$ cat src/ssec_pkg.sv
`timescale 1ns/1ps
`default_nettype none

package ssec_pkg;
	// register map, word aligned
	localparam logic [7:0] ADDR_CTRL   = 8'h00;
	localparam logic [7:0] ADDR_TARGET = 8'h04;
	localparam logic [7:0] ADDR_STATUS = 8'h08;

	// control register fields
	localparam int CTRL_AUX_EN   = 0;
	localparam int CTRL_AUX_OVR  = 1;
	localparam int CTRL_BIAS_PRI = 2;
	localparam int CTRL_DIV_SEL  = 3;

	// status register fields
	localparam int ST_STATE_LO = 0;
	localparam int ST_SUP_BIAS = 2;
	localparam int ST_HYST     = 3;
	localparam int ST_FB_EXT   = 4;
	localparam int ST_GD_PRE   = 5;
	localparam int ST_GD_FULL  = 6;
	localparam int ST_AUX_EN   = 7;
	localparam int ST_RUN      = 8;
	localparam int ST_UV_TRIP  = 9;

	// reset values
	localparam logic [3:0]  CTRL_RESET   = 4'h0;
	localparam logic [11:0] TARGET_RESET = 12'h000;

	// output target scaling and clamp limits, in codes
	localparam int          TGT_W        = 12;
	localparam logic [4:0]  STEP_MV_NARROW = 5'h0A;
	localparam logic [4:0]  STEP_MV_WIDE   = 5'h14;
	localparam logic [11:0] MIN_NARROW   = 12'h064;
	localparam logic [11:0] MAX_NARROW   = 12'h960;
	localparam logic [11:0] MIN_WIDE     = 12'h0A5;
	localparam logic [11:0] MAX_WIDE     = 12'h960;

	// undervoltage shutdown delay
	localparam int CLK_PERIOD_NS = 50;
	localparam int UV_DELAY_NS   = 20000;
	localparam int UV_DELAY_CYC  =
		(UV_DELAY_NS + CLK_PERIOD_NS - 1) / CLK_PERIOD_NS;

	// bus responses
	localparam logic [1:0] RESP_OKAY   = 2'h0;
	localparam logic [1:0] RESP_SLVERR = 2'h2;

	// power states
	typedef enum logic [1:0] {
		ST_SHUTDOWN = 2'b00,
		ST_STANDBY  = 2'b01,
		ST_ACTIVE   = 2'b10
	} ssec_state_e;
endpackage

// three-stage input synchroniser; a bit changes once stages two and three agree
module ssec_sync
	import ssec_pkg::*;
#(
	parameter int WIDTH = 1
) (
	// clocking
	input  wire logic             clock,
	input  wire logic             rst,
	input  wire logic             ce,
	// data
	input  wire logic [WIDTH-1:0] din,
	output logic      [WIDTH-1:0] dout
);
	typedef struct packed {
		logic [WIDTH-1:0] s1;
		logic [WIDTH-1:0] s2;
		logic [WIDTH-1:0] s3;
		logic [WIDTH-1:0] q;
	} ssec_sync_s;

	ssec_sync_s r;
	ssec_sync_s next_r;

	// first stage feeds only the second stage
	always_comb begin
		next_r    = r;
		next_r.s1 = din;
		next_r.s2 = r.s1;
		next_r.s3 = r.s2;
		for (int i = 0; i < WIDTH; i++) begin
			if (r.s2[i] == r.s3[i]) begin
				next_r.q[i] = r.s3[i];
			end
		end
	end

	always_ff @(posedge clock) begin
		if (rst) begin
			r <= '0;
		end else if (ce) begin
			r <= next_r;
		end
	end

	assign dout = r.q;
endmodule

`default_nettype wire

$ cat src/ssec_top.sv
`timescale 1ns/1ps
`default_nettype none

module ssec_top
	import ssec_pkg::*;
#(
	parameter int UV_CYC = UV_DELAY_CYC
) (
	// clocking
	input  wire logic        clock,
	input  wire logic        rst,
	input  wire logic        ce,
	// comparator and pin inputs, asynchronous
	input  wire logic        por_ok,
	input  wire logic        release_above_rise,
	input  wire logic        release_above_fall,
	input  wire logic        vin_above_switch,
	input  wire logic        bias_above_switch,
	input  wire logic        vin_above_bias,
	input  wire logic        bias_above_forced,
	input  wire logic        enable_above_en_rise,
	input  wire logic        enable_above_uv_rise,
	input  wire logic        enable_above_uv_fall,
	input  wire logic        feedback_sense_above_sel,
	input  wire logic        readout_done,
	input  wire logic        readout_aux_en,
	// regulator and converter controls
	output logic             internal_bias_on,
	output logic             supply_chooser_bias,
	output logic             hysteresis_source_on,
	output logic             aux_regulator_en,
	output logic             gate_driver_prebias,
	output logic             gate_driver_full,
	output logic             converter_run,
	output logic             feedback_external,
	output logic             divider_range_select,
	output logic [16:0]      target_mv,
	// axi4-lite write address
	input  wire logic [7:0]  s_axi_awaddr,
	input  wire logic        s_axi_awvalid,
	output logic             s_axi_awready,
	// axi4-lite write data
	input  wire logic [31:0] s_axi_wdata,
	input  wire logic [3:0]  s_axi_wstrb,
	input  wire logic        s_axi_wvalid,
	output logic             s_axi_wready,
	// axi4-lite write response
	output logic [1:0]       s_axi_bresp,
	output logic             s_axi_bvalid,
	input  wire logic        s_axi_bready,
	// axi4-lite read address
	input  wire logic [7:0]  s_axi_araddr,
	input  wire logic        s_axi_arvalid,
	output logic             s_axi_arready,
	// axi4-lite read data
	output logic [31:0]      s_axi_rdata,
	output logic [1:0]       s_axi_rresp,
	output logic             s_axi_rvalid,
	input  wire logic        s_axi_rready
);
	localparam int UVW = $clog2(UV_CYC + 1);
	localparam logic [UVW-1:0] UV_LAST = UVW'(UV_CYC - 1);

	typedef struct packed {
		ssec_state_e   state;
		logic [UVW-1:0] uvc;
		logic          uv_trip;
		logic          sup_bias;
		logic          hyst;
		logic          fb_ext;
		logic          aux_en;
		logic          gd_pre;
		logic          gd_full;
		logic [3:0]    ctrl;
		logic [11:0]   tgt;
		logic [16:0]   mv;
		logic          aw_got;
		logic [7:0]    awaddr;
		logic          w_got;
		logic [31:0]   wdata;
		logic [3:0]    wstrb;
		logic          bvalid;
		logic [1:0]    bresp;
		logic          rvalid;
		logic [1:0]    rresp;
		logic [31:0]   rdata;
	} ssec_top_s;

	ssec_top_s r;
	ssec_top_s next_r;

	// synchronised comparator levels
	logic [12:0] sy;
	logic        s_por;
	logic        s_rel_rise;
	logic        s_rel_fall;
	logic        s_vin_sw;
	logic        s_bias_sw;
	logic        s_vin_gt;
	logic        s_bias_frc;
	logic        s_en_rise;
	logic        s_uv_rise;
	logic        s_uv_fall;
	logic        s_fb_sel;
	logic        s_rd_done;
	logic        s_rd_aux;

	// every comparator passes the synchroniser first
	ssec_sync #(
		.WIDTH (13)
	) u_sync (
		.clock (clock),
		.rst   (rst),
		.ce    (ce),
		.din   ({por_ok, release_above_rise, release_above_fall,
			vin_above_switch, bias_above_switch, vin_above_bias,
			bias_above_forced, enable_above_en_rise,
			enable_above_uv_rise, enable_above_uv_fall,
			feedback_sense_above_sel, readout_done, readout_aux_en}),
		.dout  (sy)
	);

	assign {s_por, s_rel_rise, s_rel_fall, s_vin_sw, s_bias_sw, s_vin_gt,
		s_bias_frc, s_en_rise, s_uv_rise, s_uv_fall, s_fb_sel,
		s_rd_done, s_rd_aux} = sy;

	// clamped target code, as software reads it back
	logic [11:0] tgt_clamped;
	always_comb begin
		if (r.ctrl[CTRL_DIV_SEL]) begin
			if (r.tgt < MIN_WIDE) begin
				tgt_clamped = MIN_WIDE;
			end else if (r.tgt > MAX_WIDE) begin
				tgt_clamped = MAX_WIDE;
			end else begin
				tgt_clamped = r.tgt;
			end
		end else begin
			if (r.tgt < MIN_NARROW) begin
				tgt_clamped = MIN_NARROW;
			end else if (r.tgt > MAX_NARROW) begin
				tgt_clamped = MAX_NARROW;
			end else begin
				tgt_clamped = r.tgt;
			end
		end
	end

	// handshake readies; nothing is taken while the clock enable is low
	assign s_axi_awready = ce & ~r.aw_got & ~r.bvalid;
	assign s_axi_wready  = ce & ~r.w_got & ~r.bvalid;
	assign s_axi_arready = ce & ~r.rvalid;

	logic        aw_fire;
	logic        w_fire;
	logic        wr_go;
	logic [7:0]  wr_addr;
	logic [31:0] wr_data;
	logic [3:0]  wr_strb;
	assign aw_fire = s_axi_awvalid & s_axi_awready;
	assign w_fire  = s_axi_wvalid & s_axi_wready;
	assign wr_go   = (r.aw_got | aw_fire) & (r.w_got | w_fire);
	assign wr_addr = r.aw_got ? r.awaddr : s_axi_awaddr;
	assign wr_data = r.w_got ? r.wdata : s_axi_wdata;
	assign wr_strb = r.w_got ? r.wstrb : s_axi_wstrb;

	logic uv_low;
	logic aux_sel;
	assign uv_low  = ~s_uv_fall;
	// while CTRL_AUX_OVR is set, the host's CTRL_AUX_EN bit overrides the resistor readout
	assign aux_sel = r.ctrl[CTRL_AUX_OVR] ? r.ctrl[CTRL_AUX_EN] : s_rd_aux;

	// next-state logic for power sequencing and register file
	always_comb begin
		next_r = r;

		// power state machine
		unique case (r.state)
			ST_SHUTDOWN: begin
				if (s_por && s_rel_rise) begin
					next_r.state = ST_STANDBY;
				end
			end
			ST_STANDBY: begin
				if (!s_por || !s_rel_fall) begin
					next_r.state = ST_SHUTDOWN;
				end else if (s_uv_rise && s_rd_done) begin
					next_r.state  = ST_ACTIVE;
					// feedback choice taken as soft-start begins
					next_r.fb_ext = ~s_fb_sel;
				end
			end
			ST_ACTIVE: begin
				if (!s_por || !s_rel_fall) begin
					next_r.state = ST_SHUTDOWN;
				end else if (uv_low && r.uvc == UV_LAST) begin
					next_r.state   = ST_STANDBY;
					next_r.uv_trip = 1'b1;
				end
			end
			default: begin
				next_r.state = ST_SHUTDOWN;
			end
		endcase

		// undervoltage debounce: any recovery restarts the count
		if (r.state == ST_ACTIVE && uv_low && r.uvc != UV_LAST) begin
			next_r.uvc = r.uvc + UVW'(1);
		end else begin
			next_r.uvc = '0;
		end
		if (r.state == ST_SHUTDOWN) begin
			next_r.uv_trip = 1'b0;
			next_r.fb_ext  = 1'b0;
		end else if (r.state == ST_STANDBY && s_uv_rise) begin
			next_r.uv_trip = 1'b0;
		end

		// supply chooser
		if (r.ctrl[CTRL_BIAS_PRI]) begin
			next_r.sup_bias = s_bias_frc;
		end else if (s_vin_sw && s_bias_sw) begin
			next_r.sup_bias = s_vin_gt;
		end else if (s_vin_sw != s_bias_sw) begin
			next_r.sup_bias = s_bias_sw;
		end else begin
			next_r.sup_bias = ~s_vin_gt;
		end

		// hysteresis source: on below enable, off above uv, else hold
		if (!s_en_rise) begin
			next_r.hyst = 1'b1;
		end else if (s_uv_rise) begin
			next_r.hyst = 1'b0;
		end

		// regulators follow the state of the next cycle
		next_r.aux_en  = (next_r.state != ST_SHUTDOWN) && s_rd_done
			&& aux_sel;
		next_r.gd_pre  = (next_r.state != ST_SHUTDOWN);
		next_r.gd_full = (next_r.state != ST_SHUTDOWN) && s_uv_rise;

		// target in millivolts for the reference path
		next_r.mv = 17'(r.tgt) * (r.ctrl[CTRL_DIV_SEL] ?
			17'(STEP_MV_WIDE) : 17'(STEP_MV_NARROW));

		// write channel capture, either order
		if (aw_fire) begin
			next_r.aw_got = 1'b1;
			next_r.awaddr = s_axi_awaddr;
		end
		if (w_fire) begin
			next_r.w_got = 1'b1;
			next_r.wdata = s_axi_wdata;
			next_r.wstrb = s_axi_wstrb;
		end
		if (wr_go) begin
			next_r.aw_got = 1'b0;
			next_r.w_got  = 1'b0;
			next_r.bvalid = 1'b1;
			next_r.bresp  = RESP_OKAY;
			unique case (wr_addr)
				ADDR_CTRL: begin
					if (wr_strb[0]) begin
						next_r.ctrl = wr_data[3:0];
					end
				end
				ADDR_TARGET: begin
					// stored raw; host rewrites after a range change
					if (wr_strb[0]) begin
						next_r.tgt[7:0] = wr_data[7:0];
					end
					if (wr_strb[1]) begin
						next_r.tgt[11:8] = wr_data[11:8];
					end
				end
				ADDR_STATUS: begin
					next_r.bresp = RESP_OKAY; // read-only, write ignored
				end
				default: begin
					next_r.bresp = RESP_SLVERR;
				end
			endcase
		end else if (r.bvalid && s_axi_bready) begin
			next_r.bvalid = 1'b0;
		end

		// read channel
		if (s_axi_arvalid && s_axi_arready) begin
			next_r.rvalid = 1'b1;
			next_r.rresp  = RESP_OKAY;
			next_r.rdata  = '0;
			unique case (s_axi_araddr)
				ADDR_CTRL: begin
					next_r.rdata[3:0] = r.ctrl;
				end
				ADDR_TARGET: begin
					next_r.rdata[11:0] = tgt_clamped;
				end
				ADDR_STATUS: begin
					next_r.rdata[ST_STATE_LO+:2] = r.state;
					next_r.rdata[ST_SUP_BIAS]    = r.sup_bias;
					next_r.rdata[ST_HYST]        = r.hyst;
					next_r.rdata[ST_FB_EXT]      = r.fb_ext;
					next_r.rdata[ST_GD_PRE]      = r.gd_pre;
					next_r.rdata[ST_GD_FULL]     = r.gd_full;
					next_r.rdata[ST_AUX_EN]      = r.aux_en;
					next_r.rdata[ST_RUN]         = (r.state == ST_ACTIVE);
					next_r.rdata[ST_UV_TRIP]     = r.uv_trip;
				end
				default: begin
					next_r.rresp = RESP_SLVERR;
				end
			endcase
		end else if (r.rvalid && s_axi_rready) begin
			next_r.rvalid = 1'b0;
		end
	end

	// one register for the whole block; clock enable freezes it
	always_ff @(posedge clock) begin
		if (rst) begin
			r       <= '0;
			r.state <= ST_SHUTDOWN;
			r.ctrl  <= CTRL_RESET;
			r.tgt   <= TARGET_RESET;
		end else if (ce) begin
			r <= next_r;
		end
	end

	// outputs from flip-flops; bias-on and run are decoded from the state register
	assign internal_bias_on     = (r.state != ST_SHUTDOWN);
	assign supply_chooser_bias  = r.sup_bias;
	assign hysteresis_source_on = r.hyst;
	assign aux_regulator_en     = r.aux_en;
	assign gate_driver_prebias  = r.gd_pre;
	assign gate_driver_full     = r.gd_full;
	assign converter_run        = (r.state == ST_ACTIVE);
	assign feedback_external    = r.fb_ext;
	assign divider_range_select = r.ctrl[CTRL_DIV_SEL];
	assign target_mv            = r.mv;
	assign s_axi_bvalid         = r.bvalid;
	assign s_axi_bresp          = r.bresp;
	assign s_axi_rvalid         = r.rvalid;
	assign s_axi_rresp          = r.rresp;
	assign s_axi_rdata          = r.rdata;
endmodule

`default_nettype wire

$ cat config.mk
export PLATFORM = sky130hd
export DESIGN_NAME = ssec_top
export DESIGN_NICKNAME = d
export VERILOG_FILES = /design/src/ssec_pkg.sv /design/src/ssec_top.sv
export SDC_FILE = /design/constraint.sdc
export NUM_CORES = 1
export LEC_CHECK = 0
export ABC_AREA = 1
export BUFFER_PORTS_ARGS = -buffer_cell sky130_fd_sc_hd__buf_2
export CAP_MARGIN = 20
export CELL_PAD_IN_SITES_DETAIL_PLACEMENT = 1
export CELL_PAD_IN_SITES_GLOBAL_PLACEMENT = 2
export CORE_ASPECT_RATIO = 1.5
export CORE_MARGIN = 2
export CORE_UTILIZATION = 28
export CTS_CLUSTER_SIZE = 40
export DETAILED_ROUTE_END_ITERATION = 8
export GPL_TIMING_DRIVEN = 1
export PLACE_DENSITY = 0.72
export RECOVER_POWER = 25
export REMOVE_ABC_BUFFERS = 1
export SYNTH_ARGS = -nofsm -noshare
export SYNTH_HDL_FRONTEND = slang
export SYNTH_SLANG_ARGS = --single-unit
$ cat constraint.sdc
create_clock -name clock -period 3.28 [get_ports clock]
set_clock_uncertainty 0.2 [all_clocks]
set_input_delay 0.328 -clock clock [delete_from_list [all_inputs] [get_ports clock]]
set_output_delay 0.328 -clock clock [all_outputs]
set_load 0.01 [all_outputs]
Word level (Yosys, flattened, before mapping)
Index checks and enable logic that the tools add are counted.
- bits of input ports: 73
- output and inout bits: 67
- register bits: 167
- word-level logic and storage cells: 187
- $add $sub $neg: 1
- bitwise gates (word level): 17
- reduce and logical (&&, ||, !) cells: 58
- mux-type cells: 43
- eq/ne operators: 25
- magnitude comparators: 3
- $mul: 1
- operator list (operator ; number):
    $mux W12 ; 5
    $reduce_and A2 Y1 ; 22
    $mux W37 ; 1
    $mux W1 ; 21
    $reduce_and A4 Y1 ; 5
    $mux W2 ; 9
    $mux W9 ; 2
    $mul A12 B5 Y17 ; 1
    $eq A8 B3 Y1 const B ; 2
    $eq A8 B4 Y1 const B ; 2
    $logic_not A8 Y1 ; 2
    $reduce_bool A2 Y1 ; 8
    $eq A1 B1 Y1 ; 13
    $logic_and A1 B1 Y1 ; 13
    $gt A12 B12 Y1 const B ; 1
    $lt A12 B7 Y1 const B ; 1
    $lt A12 B8 Y1 const B ; 1
    $pmux W4 S3 ; 1
    $pmux W6 S2 ; 1
    $add A9 B1 Y9 const B ; 1
    $eq A9 B9 Y1 const B ; 1
    $ne A9 B9 Y1 const B ; 1
    $and A1 B1 Y1 ; 8
    $mux W8 ; 1
    other kinds (15) ; 25

Depth between registers and ports, before layout
Gate-level depths: netlist of the first run.
- depth in word-level cells: 8
- gate-level depth with buffers: 21
- gate-level depth less buffers: 19

Modules after synthesis
From an unflattened synthesis of the first run, not the netlist that was laid out.
- cells, all modules: 1193
- area total of the unflattened synthesis: 8124.0 µm²
- by module, submodules not included (module ; area each (µm²) ; cells each ; instances):
    ssec_top ; 6010.8 ; 898 ; 1
    ssec_sync ; 2113.3 ; 295 ; 1

Worst setup path after synthesis of the first run
No wires, ideal clock.
- path kind: register to register
- from: register r, in the netlist divider_range_select
- to: register r, in the netlist target_mv[14]
- cell stages (with the launch flop): 21
- clock period less this slack: 3.641 ns
- library setup time: 0.115 ns
- data arrival time: 3.325 ns
- path slack: -0.361 ns
- path buffers: 2
- data required time: 2.965 ns
- path through: dfxtp_1 > clkbuf_1 > buf_1 > nand2_1 > inv_1 > ha_1 > inv_1 > fa_1 > inv_1 > ha_1 > fa_1 > nand3_1 > nand3_1 > nand2_1 > nand2_1 > nand2_1 > nand2_1 > nand2_1 > nand2_1 > o21ai_0 > inv_1
- word-level cells in the longest chain between the ends: 2
- RTL lines (item ; line ; source):
    from (decl) ; ssec_top.sv:89 ; ssec_top_s r;
    from (signal assigned) ; ssec_top.sv:328 ; r <= next_r;
    $mux W5 ; ssec_top.sv:244 ; next_r.mv = 17'(r.tgt) * (r.ctrl[CTRL_DIV_SEL] ?
    $mul A12 B5 Y17 ; ssec_top.sv:244 ;
No other way between the ends.
A chain may end at the register's enable or synchronous reset.

Final worst setup path of the first run
- from: register r, in the netlist divider_range_select
- to: register r, in the netlist target_mv[10]
The elaborated chain is that of the path after synthesis.

==> impl_metrics.tcl, run 1 <==
set metrics [dict create \
    grt.overflow.total 0 \
    wl_per_cell_um 13.86 \
    outcome "complete, no violations" \
    die_height_um 209.2 \
    grt_max_degree 85 \
    grt_first_pass_wirelength_mm 35.92 \
    top_signal_layer_used "met4" \
    max_slew_margin_pct 23.59 \
    ioPinCount 140 \
    end_kind "flip-flop" \
    total_negative_setup_slack_ns 0 \
    post-dp-hpwl_mm 15.87 \
    route.vias.total 7396 \
    synthesis.instances 1131 \
    area_growth_pct 28.52 \
    cp_slowest_stage_delay_ns 0.53 \
    synth.lib_cells_used.distinct 38 \
    min_path_type "input pin to flip-flop" \
    detail_route.first_pass.iterations 4 \
    ctsHtreeMaxLevel 4 \
    initial_core_util_pct 28.30 \
    tightestPinTransition_ns 1.146 \
    power_leakage_nw 4.768 \
    yosysWarningCount 0 \
    slowest_library_cell_on_the_worst_path "fa_1" \
    powerDensity_mw_per_mm2 406.4 \
    die-area_sq_mm 0.02946 \
    remaining_antenna_violation_count_after_routing 0 \
    drive_above_1_share_pct 21.52 \
    fp.dieW_um 140.8 \
    worst-path-max-fanout 6 \
    num_rows 75 \
    cts.sinks 142 \
    met3WireLength_um 536 \
    irDropWorstVdd_v 0.0003077 \
    period_minus_slack_ns 3.211 \
    postSynthRegisterBits 142 \
    cpMostUsedCell "inv_1" \
    cts.reportedPaths.clkPinSlew_ns 0.06 \
    critical_path_class "flip-flop to flip-flop" \
    route.layer.met1.wl_mm 9.415 \
    grt_setup_unrepaired "true" \
    antenna_cells 0 \
    drt-vias-per-instance 4.568 \
    synth_sequential_area_ratio_pct 36.16 \
    cts_inserted_buffers 17 \
    starting_drc_count_in_detailed_routing 231 \
    core_region_area_sq_mm 0.02778 \
    clock.fmax_ghz 0.3114 \
    synth-edff-count 0 \
    report.final.setup_viol 0 \
    post_synth.cell_area_avg_sq_um 6.951 \
    cts_tree "built" \
    antenna_violations_before_repair 0 \
    cts_root_buf "clkbuf_16" \
    insertion_delay_ns 0.43 \
    drc 0 \
    met2_length_mm 12.14 \
    place.port_buffers 94 \
    final_hold_viol_count 0 \
    routability_driven_placement_congestion_ratio 0.8040 \
    via_count_of_the_first_global_routing_pass 7538 \
    period_share_pct 97.90 \
    totalWireLength_mm 22.45 \
    crit_path_start_kind "flip-flop" \
    clock_tree.buffer_depth 2 \
    synthTopCellsByCount "206 x nand2_1, 206 x nor2_1, 142 x dfxtp_1" \
    cp.required_ns 3.41 \
    cp_cell_sequence "buf_6, nand2_2, inv_1, ha_1, inv_1, fa_1, inv_1, ha_4, ha_4, nand3_2, nand3_2, buf_6, nand2_2, nand2_1, nand2_1, buf_4, nand3_1, nand3b_1, nand2_1, inv_1" \
    synthFlopType "dfxtp_1" \
    synthDominantCellAreaShare_pct 36.16 \
    timing_max_transition_violations_final 0 \
    syn_area_sq_mm 0.007861 \
    cap_viol_max_count 0 \
    synth_area_leader_cell "dfxtp_1" \
    ys_async_sr_fraction_pct 0 \
    groute.usage.overall_pct 15.25 \
    post_synth_main_area_contributors "dfxtp_1 36%, nand2_1 9.8%, nor2_1 9.8%, o21ai_0 7.0%, ha_1 6.0%" \
    cp_data_arrival_time_ns 3.34 \
    final_nets 1384 \
    total_power_mw 4.106 \
]
-- layout by cell type (no fill, tap or decap), types with 4 or more instances in the layout --
cell and instances:
nor2_1 204, nand2_1 186, dfxtp_1 141, inv_1 106
o21ai_0 105, buf_2 93, a21oi_1 67, buf_4 53
nand3_1 40, dlygate4sd3_1 35, conb_1 26, nand2_2 24
ha_4 22, clkbuf_16 17, ha_1 14, inv_2 13
o21bai_1 11, nor3_1 9, fa_1 9, nand3_2 7
mux2i_1 6, o211ai_1 5, nand4_1 5, xor2_1 5
o21ai_1 4, clkinv_2 4
-- critical path, delay by kind of cell, from the launching register on --
family | cells | cell delay, ns
simple gates | 9 | 0.62
fa+ha+maj | 4 | 1.33
flops | 1 | 0.38
buf+inv | 7 | 0.61
-- routing by layer --
layer,vias up,track usage [%]
met5,-,0
met4,0,5.517
met3,17,2.727
met2,91,29.13
met1,3505,16.57
li1,3783,-
-- cell families (layout without fill, tap and decap cells) --
group,count (synthesis),count (layout),share of synthesized area (%)
compound gates,208,208,14.17
fa+ha+maj,49,49,8.849
xor+xnor,5,5,0.5570
other cells,2,26,0.09553
buf+inv,223,341,13.34
simple gates,496,496,26.07
mux,6,6,0.7640
flops,142,142,36.16
-- registers in the layout, indices dropped and copies added (netlist names) --
name                  flops
s_axi_rvalid              1
target_mv                16
feedback_external         1
gate_driver_full          1
u_sync.dout              13
s_axi_bresp               1
u_sync.next_r            26
supply_chooser_bias       1
s_axi_rresp               1
hysteresis_source_on      1
gate_driver_prebias       1
aux_regulator_en          1
u_sync.r                 13
s_axi_rdata              12
divider_range_select      1
r                        51
s_axi_bvalid              1
-- where the power goes --
part	switching, mW	internal [mW]
Sequential	0.0449	1.80
Clock	0.768	1.09
Combinational	0.243	0.157
Total	1.06	3.05
-- per-stage QoR --
step	hold slack [ns]	utilization, %	worst slack, ns	instances	instance area, sq um
finish	0.02199	36.37	0.06890	1619	10100
global route	0.07150	36.37	-0.1099	1619	10100
CTS	0.001805	34.99	0.002014	1610	9719
detailed placement	0.2518	31.20	-0.2194	1544	8666
global placement	0.2483	31.20	-0.2013	1544	8666
floorplan	0.1971	-	-0.4399	1054	7362
-- worst paths after layout --
check	to	slack, ns	from	cells after the start
worst max-delay path	target_mv[10]$_SDFFE_PP0P_	0.07	divider_range_select$_SDFFE_PP0P_	20
worst min-delay path	r[48]$_SDFFE_PP0P_	0.02	s_axi_wdata[6]	3
worst max register to register	target_mv[10]$_SDFFE_PP0P_	0.07	divider_range_select$_SDFFE_PP0P_	20
worst min register to register	u_sync.dout[1]$_SDFFE_PP0P_	0.26	u_sync.r[14]$_SDFFE_PP0P_	2
-- final cells by class --
type | count | area, sq um
fill | 3473 | 17670
timing repair buffer | 189 | 1316
sequential | 142 | 2846
inverter | 122 | 464.2
clock inverter | 9 | 85.08
clock buffer | 21 | 470.5
tap | 346 | 432.9
multi-input combinational | 790 | 4488
-- what timing repair did --
| item | 4_1_cts | 5_1_grt |
|---|---|---|
| cloned | 0 | 0 |
| hold endpoints to repair | 35 | 0 |
| setup buffers | 1 | 9 |
| resized for setup | 23 | 67 |
| setup endpoints to repair | 10 | 10 |
| pin swaps | 6 | 42 |
| hold buffers | 35 | 0 |
Power figures use the tool's default switching activity.
==> run 2: changes to the inputs <==
CORE_UTILIZATION = 31   (was 28)
PLACE_DENSITY = 0.76   (was 0.72)
clock period = 3.25 ns   (was 3.28 ns; I/O delays follow)
==> run 2 against run 1 <==
Non-clock buffer count down 3. Utilization rose by 4.5 points. First-iteration DRC count grew 9.5%. Die area decreased by 9.4%. Setup slack worse by 0.016 ns. Critical endpoint unchanged. Highest routed layer unchanged. Clock-buffer cell count up 1.
==> impl_metrics.tcl, run 2 (synthesis gave the netlist of run 1 again) <==
set metrics [dict create \
    critPathTopFamily "adder cells" \
    die_height_um 199.0 \
    cts.sinks 142 \
    route.vias.total 7425 \
    final_nets 1381 \
    starting_drc_count_in_detailed_routing 253 \
    commonest_non_fill_non_tap_cells_in_the_layout "203 x nor2_1, 174 x nand2_1, 141 x dfxtp_1, 104 x o21ai_0, 97 x inv_1" \
    initial_core_util_pct 31.38 \
    antenna_violations_before_repair 0 \
    grt_max_degree 72 \
    fp.dieW_um 134.0 \
    cp_slowest_stage_delay_ns 0.51 \
    clock.fmax_ghz 0.3127 \
    final.hold.worst_slack_ns 0.01242 \
    outcome "complete, no violations" \
    antenna_cells 0 \
    period_share_pct 98.39 \
    slowest_library_cell_on_the_worst_path "fa_1" \
    drive_above_1_share_pct 23.46 \
    powerDensity_mw_per_mm2 413.7 \
    stdcell_count 1598 \
    drt-vias-per-instance 4.646 \
    grt_first_pass_wirelength_mm 35.76 \
    end_kind "flip-flop" \
    detail_route.first_pass.iterations 4 \
    wl_per_cell_um 14.28 \
    num_rows 71 \
    via_count_of_the_first_global_routing_pass 7447 \
    filler_cell_count 3148 \
    cp_cell_sequence "buf_8, nand2_2, nand2_1, ha_1, inv_1, fa_1, inv_2, ha_4, ha_4, nand3_2, nand3_4, buf_6, nand2_4, nand2_2, nand2_2, a21oi_2, nand3b_1, nand2_1, inv_1" \
    multiInputGateArea_sq_mm 0.004614 \
    power_leakage_nw 4.862 \
    max_slew_margin_pct 39.18 \
    period_minus_slack_ns 3.198 \
    clock_tree.buffer_depth 2 \
    cts_root_buf "clkbuf_16" \
    post-dp-hpwl_mm 15.80 \
    final_hold_viol_count 0 \
    dpl_worst_slack_ns -0.2143 \
    routability_driven_placement_congestion_ratio 0.7687 \
    cp_data_arrival_time_ns 3.34 \
    min_path_type "input pin to flip-flop" \
    critical_path_buf_inv_count 5 \
    place.port_buffers 94 \
    crit_path_start_kind "flip-flop" \
    cpMostUsedCell "nand2_2" \
    largest_register_ffs 51 \
    cts_tree "built" \
    grt_setup_unrepaired "true" \
    die-area_sq_mm 0.02668 \
    worst-path-max-fanout 6 \
    remaining_antenna_violation_count_after_routing 0 \
    drc 0 \
    mostFrequentLayoutCell "nor2_1" \
    cap_viol_max_count 0 \
    critical_path_class "flip-flop to flip-flop" \
    cts.reportedPaths.clkPinSlew_ns 0.06 \
    core_region_area_sq_mm 0.02505 \
    cts_inserted_buffers 17 \
    insertion_delay_ns 0.43 \
    ioPinCount 140 \
    placed_cells 1527 \
    cp.required_ns 3.39 \
    ctsHtreeMaxLevel 4 \
    tightestPinTransition_ns 0.9040 \
    totalWireLength_mm 22.81 \
    grt.overflow.total 0 \
    report.final.setup_viol 0 \
    irDropWorstVdd_v 0.0003608 \
    area_growth_pct 30.15 \
    sequential_cell_area_sq_mm 0.002846 \
    top_register "r" \
    post-route-worst-setup-slack_ns 0.05249 \
    groute.usage.overall_pct 16.89 \
    timing_max_transition_violations_final 0 \
]
run 2: path summary, 6_finish.rpt:
check	start	to	slack, ns	depth (start not counted)
max	divider_range_select$_SDFFE_PP0P_	target_mv[10]$_SDFFE_PP0P_	0.05	19
min	s_axi_wdata[7]	r[49]$_SDFFE_PP0P_	0.01	3
max reg2reg	divider_range_select$_SDFFE_PP0P_	target_mv[10]$_SDFFE_PP0P_	0.05	19
min reg2reg	s_axi_rdata[2]$_SDFFE_PP0P_	s_axi_rdata[2]$_SDFFE_PP0P_	0.27	2
run 2: final cells by class:
class                           instances  share of cell area [%]
Clock buffer                           22                   4.635
Clock inverter                          8                   1.039
Inverter                              122                   4.537
Multi-Input combinational cell        790                   45.10
Sequential cell                       142                   27.82
Tap cell                              328                   4.011
Timing Repair Buffer                  186                   12.85
run 2: repair_timing:
action,4_1_cts,5_1_grt
gates cloned,0,2
endpoints found under the hold margin,35,0
hold buffers,35,0
buffers inserted,0,4
setup endpoints to repair,10,8
resized for setup,22,104
pin swaps,4,50
run 2: stage by stage:
stage / area [sq um] / utilization, % / power (mW) / TNS [ns]
after floorplan: 7362 / - / 2.105 / -3.734
after global placement: 8638 / 34.48 / 2.269 / -0.7664
after detailed placement: 8638 / 34.48 / 2.278 / -1.202
after CTS: 9708 / 38.75 / 4.309 / 0
after global routing: 10230 / 40.84 / 4.438 / -0.4823
final: 10230 / 40.84 / 4.233 / 0
run 2: report_power, final:
part	switching, mW	leakage [nW]	total [mW]	internal, mW
registers	0.0464	1.16	1.86	1.81
logic	0.244	3.42	0.403	0.159
clock network	0.781	0.279	1.97	1.19
run 2: per-layer routing:
layer | vias to the layer above | share of wire [%] | GRT usage [%] | wire length [um]
met1 | 3508 | 42 | 18.77 | 9496
met3 | 28 | 2.7 | 3.313 | 607
li1 | 3783 | - | - | -
met4 | 0 | 1.7 | 5.770 | 395
met5 | - | 0 | 0 | 0
met2 | 106 | 54 | 31.83 | 12310
run 2: worst min-delay path, stage by stage:
cell	delay (ns)
buf_2	0.10
o21ai_0	0.08
nor2_1	0.09
==> run 3: changes to the inputs <==
ABC_AREA = not set   (was 1)
CORE_UTILIZATION = 34   (was 31)
PLACE_DENSITY = 0.77   (was 0.76)
==> run 3 against run 2 <==
The flow now finishes with violations (capacitance limit, slew limit, setup timing). Flip-flop and latch count did not move. Routed wire length decreased by 3.7%. Synthesized area is 0.51% lower. Die area down 9.1%. Total power rose by 4.6%. Clock-buffer cell count shrank 3. Non-clock buffer count is 8 higher. Critical path depth fell by 5. Largest cell class unchanged. Highest routed layer unchanged.
==> impl_metrics.tcl, run 3 <==
set metrics [dict create \
    outcome "finished, violations left" \
    failing_checks "capacitance limit, slew limit, setup timing" \
    routability_driven_placement_congestion_ratio 0.7812 \
    final_nets 1174 \
    cp.required_ns 3.42 \
    grt_max_degree 137 \
    totalWireLength_mm 21.96 \
    place.port_buffers 94 \
    ys_async_sr_fraction_pct 0 \
    globalRouteMet2Util_pct 35.21 \
    period_minus_slack_ns 3.651 \
    initial_core_util_pct 34.30 \
    antenna_cells 0 \
    gr-max-usage-layer "met2" \
    powerDensity_mw_per_mm2 439.1 \
    synthDominantCellAreaShare_pct 36.35 \
    dpl_worst_slack_ns -0.8962 \
    groute.usage.overall_pct 18.40 \
    min_path_type "input pin to flip-flop" \
    synthTopCellsByCount "142 x dfxtp_1, 105 x nand2_1, 104 x nor2_1" \
    post_synth_main_area_contributors "dfxtp_1 36%, mux2i_1 7.9%, ha_1 6.1%, buf_4 5.4%, nand2_1 5.0%" \
    mostFrequentLayoutCell "dfxtp_1" \
    insertion_delay_ns 0.43 \
    timing_max_transition_violations_final 31 \
    cts_root_buf "clkbuf_16" \
    drt-vias-per-instance 5.059 \
    instance_area_at_placement_sq_mm 0.008532 \
    max_slew_margin_pct -15.35 \
    cts_inserted_buffers 17 \
    largest_register_ffs 51 \
    worst-path-max-fanout 4 \
    cap_viol_max_count 1 \
    fp.dieW_um 127.8 \
    post-route-worst-setup-slack_ns -0.4008 \
    ioPinCount 140 \
    cp_cell_sequence "buf_6, nand2_4, o21ai_2, ha_4, inv_2, fa_1, inv_2, ha_4, fa_2, a211oi_4, o21bai_2, o211a_1, or4b_4, nand3_2" \
    grt.overflow.total 0 \
    antenna_violations_before_repair 0 \
    filler_cell_count 2670 \
    post-route-cell-area_sq_mm 0.01008 \
    total_negative_setup_slack_ns -2.173 \
    grt_first_pass_wirelength_mm 35.41 \
    core_region_area_sq_mm 0.02280 \
    worst-r2r-cell-count 14 \
    synthesis.instances 920 \
    crit_path_start_kind "flip-flop" \
    met3_grt_util_pct 3.009 \
    top_register "r" \
    yosysWarningCount 0 \
    via_count_of_the_first_global_routing_pass 7086 \
    globalRouteMet1Util_pct 19.23 \
    remaining_antenna_violation_count_after_routing 0 \
    route.vias.total 6805 \
    synthFlopType "dfxtp_1" \
    detail_route.first_pass.iterations 4 \
    die_height_um 189.8 \
    synth_area_leader_cell "dfxtp_1" \
    postSynthRegisterBits 142 \
    yosys.cell_count.top_type "dfxtp_1" \
    synth_sequential_area_ratio_pct 36.35 \
    post_synth.cell_area_avg_sq_um 8.501 \
    whs_path_depth 4 \
    tightestPinTransition_ns 1.730 \
    starting_drc_count_in_detailed_routing 176 \
    cts.reportedPaths.clkPinSlew_ns 0.06 \
    syn_area_sq_mm 0.007821 \
    cts_tree "built" \
    cp_slowest_stage_delay_ns 0.51 \
    slowest_library_cell_on_the_worst_path "fa_1" \
    cts.sinks 142 \
    utilization_pct 44.21 \
    drive_above_1_share_pct 23.57 \
    period_share_pct 112.3 \
    wl_per_cell_um 16.32 \
    clock_tree.buffer_depth 2 \
    num_rows 68 \
    post-dp-hpwl_mm 15.11 \
    final_hold_viol_count 0 \
    grt_setup_unrepaired "true" \
    synth-edff-count 0 \
    clock.fmax_ghz 0.2739 \
    critical_path_class "flip-flop to flip-flop" \
    die-area_sq_mm 0.02426 \
    drc 0 \
    ctsHtreeMaxLevel 4 \
    commonest_non_fill_non_tap_cells_in_the_layout "141 x dfxtp_1, 103 x nor2_1, 101 x nand2_1, 67 x buf_2, 64 x a21oi_1" \
    report.final.setup_viol 9 \
    power_leakage_nw 4.496 \
    area_growth_pct 28.88 \
    synth.lib_cells_used.distinct 63 \
    irDropWorstVdd_v 0.0003668 \
    cp_data_arrival_time_ns 3.82 \
    final.hold.worst_slack_ns 0.02969 \
    end_kind "flip-flop" \
]
## run 3: changes by cell type in the layout (fill, tap and decap cells not counted), moves of 17 or more
cell,delta
a21o_1,+17
buf_2,-27
clkbuf_1,+27
inv_1,-63
mux2_2,+17
mux2i_1,+56
nand2_1,-73
nand2_2,-28
nand3_1,-32
nor2_1,-100
o21ai_0,-80
## run 3: cell families (layout without fill, tap and decap cells)
kind of cell / after synthesis / count (layout) / synth area share [%]
AOI/OAI and AO/OA: 174 / 174 / 13.81
xor gates and xnor gates: 13 / 13 / 1.456
adders and majority gates: 49 / 49 / 8.895
buffers and inverters: 146 / 267 / 9.934
DFF: 142 / 142 / 36.35
muxes: 80 / 80 / 10.53
other: 2 / 26 / 0.09602
and+or+nand+nor: 314 / 314 / 18.94
## run 3: cell type report
| class | count | area, sq um | area share [%] |
|---|---|---|---|
| tap | 280 | 350.3 | 3.476 |
| multi-input combinational | 656 | 4728 | 46.91 |
| clock buffer | 19 | 432.9 | 4.295 |
| clock inverter | 13 | 235.2 | 2.334 |
| sequential | 142 | 2846 | 28.24 |
| inverter | 41 | 153.9 | 1.527 |
| timing repair buffer | 194 | 1333 | 13.22 |
## run 3: per-layer routing
layer	routed length, um	vias to the layer above
li1	-	3330
met1	8589	3322
met2	12030	107
met3	504	46
met4	829	0
met5	0	-
## run 3: power by group
| group | leakage, nW | switching [mW] | internal, mW |
|---|---|---|---|
| logic | 3.02 | 0.209 | 0.148 |
| registers | 1.15 | 0.0319 | 1.79 |
| clock network | 0.318 | 0.804 | 1.44 |
## run 3: worst max-delay path, delay by kind of cell, from the launching register on
kind	cells	cell delay (ns)
AOI/OAI and AO/OA	4	0.78
adders and majority gates	4	1.38
buffers and inverters	3	0.21
DFF	1	0.37
and+or+nand+nor	3	0.64
## run 3: path summary, 6_finish.rpt
path / start / end / slack [ns]
max: divider_range_select$_SDFFE_PP0P_ / target_mv[14]$_SDFFE_PP0P_ / -0.40
min: s_axi_bready / s_axi_bvalid$_SDFFE_PP0P_ / 0.03
max reg2reg: divider_range_select$_SDFFE_PP0P_ / target_mv[14]$_SDFFE_PP0P_ / -0.40
min reg2reg: r[80]$_SDFFE_PP0P_ / r[80]$_SDFFE_PP0P_ / 0.25
## run 3: timing repair
item / in CTS / in global routing
pin swaps: 37 / 23
gates resized for setup: 63 / 30
buffers inserted: 6 / 6
hold buffers: 36 / 0
cloned: 0 / 0
setup endpoints to repair: 10 / 10
endpoints found under the hold margin: 36 / 0
## run 3: stage by stage
| step | instances | power [mW] |
|---|---|---|
| after floorplan | 839 | 2.016 |
| after global placement | 1267 | 2.182 |
| after detailed placement | 1267 | 2.189 |
| after CTS | 1340 | 4.486 |
| after global routing | 1345 | 4.587 |
| final | 1345 | 4.426 |
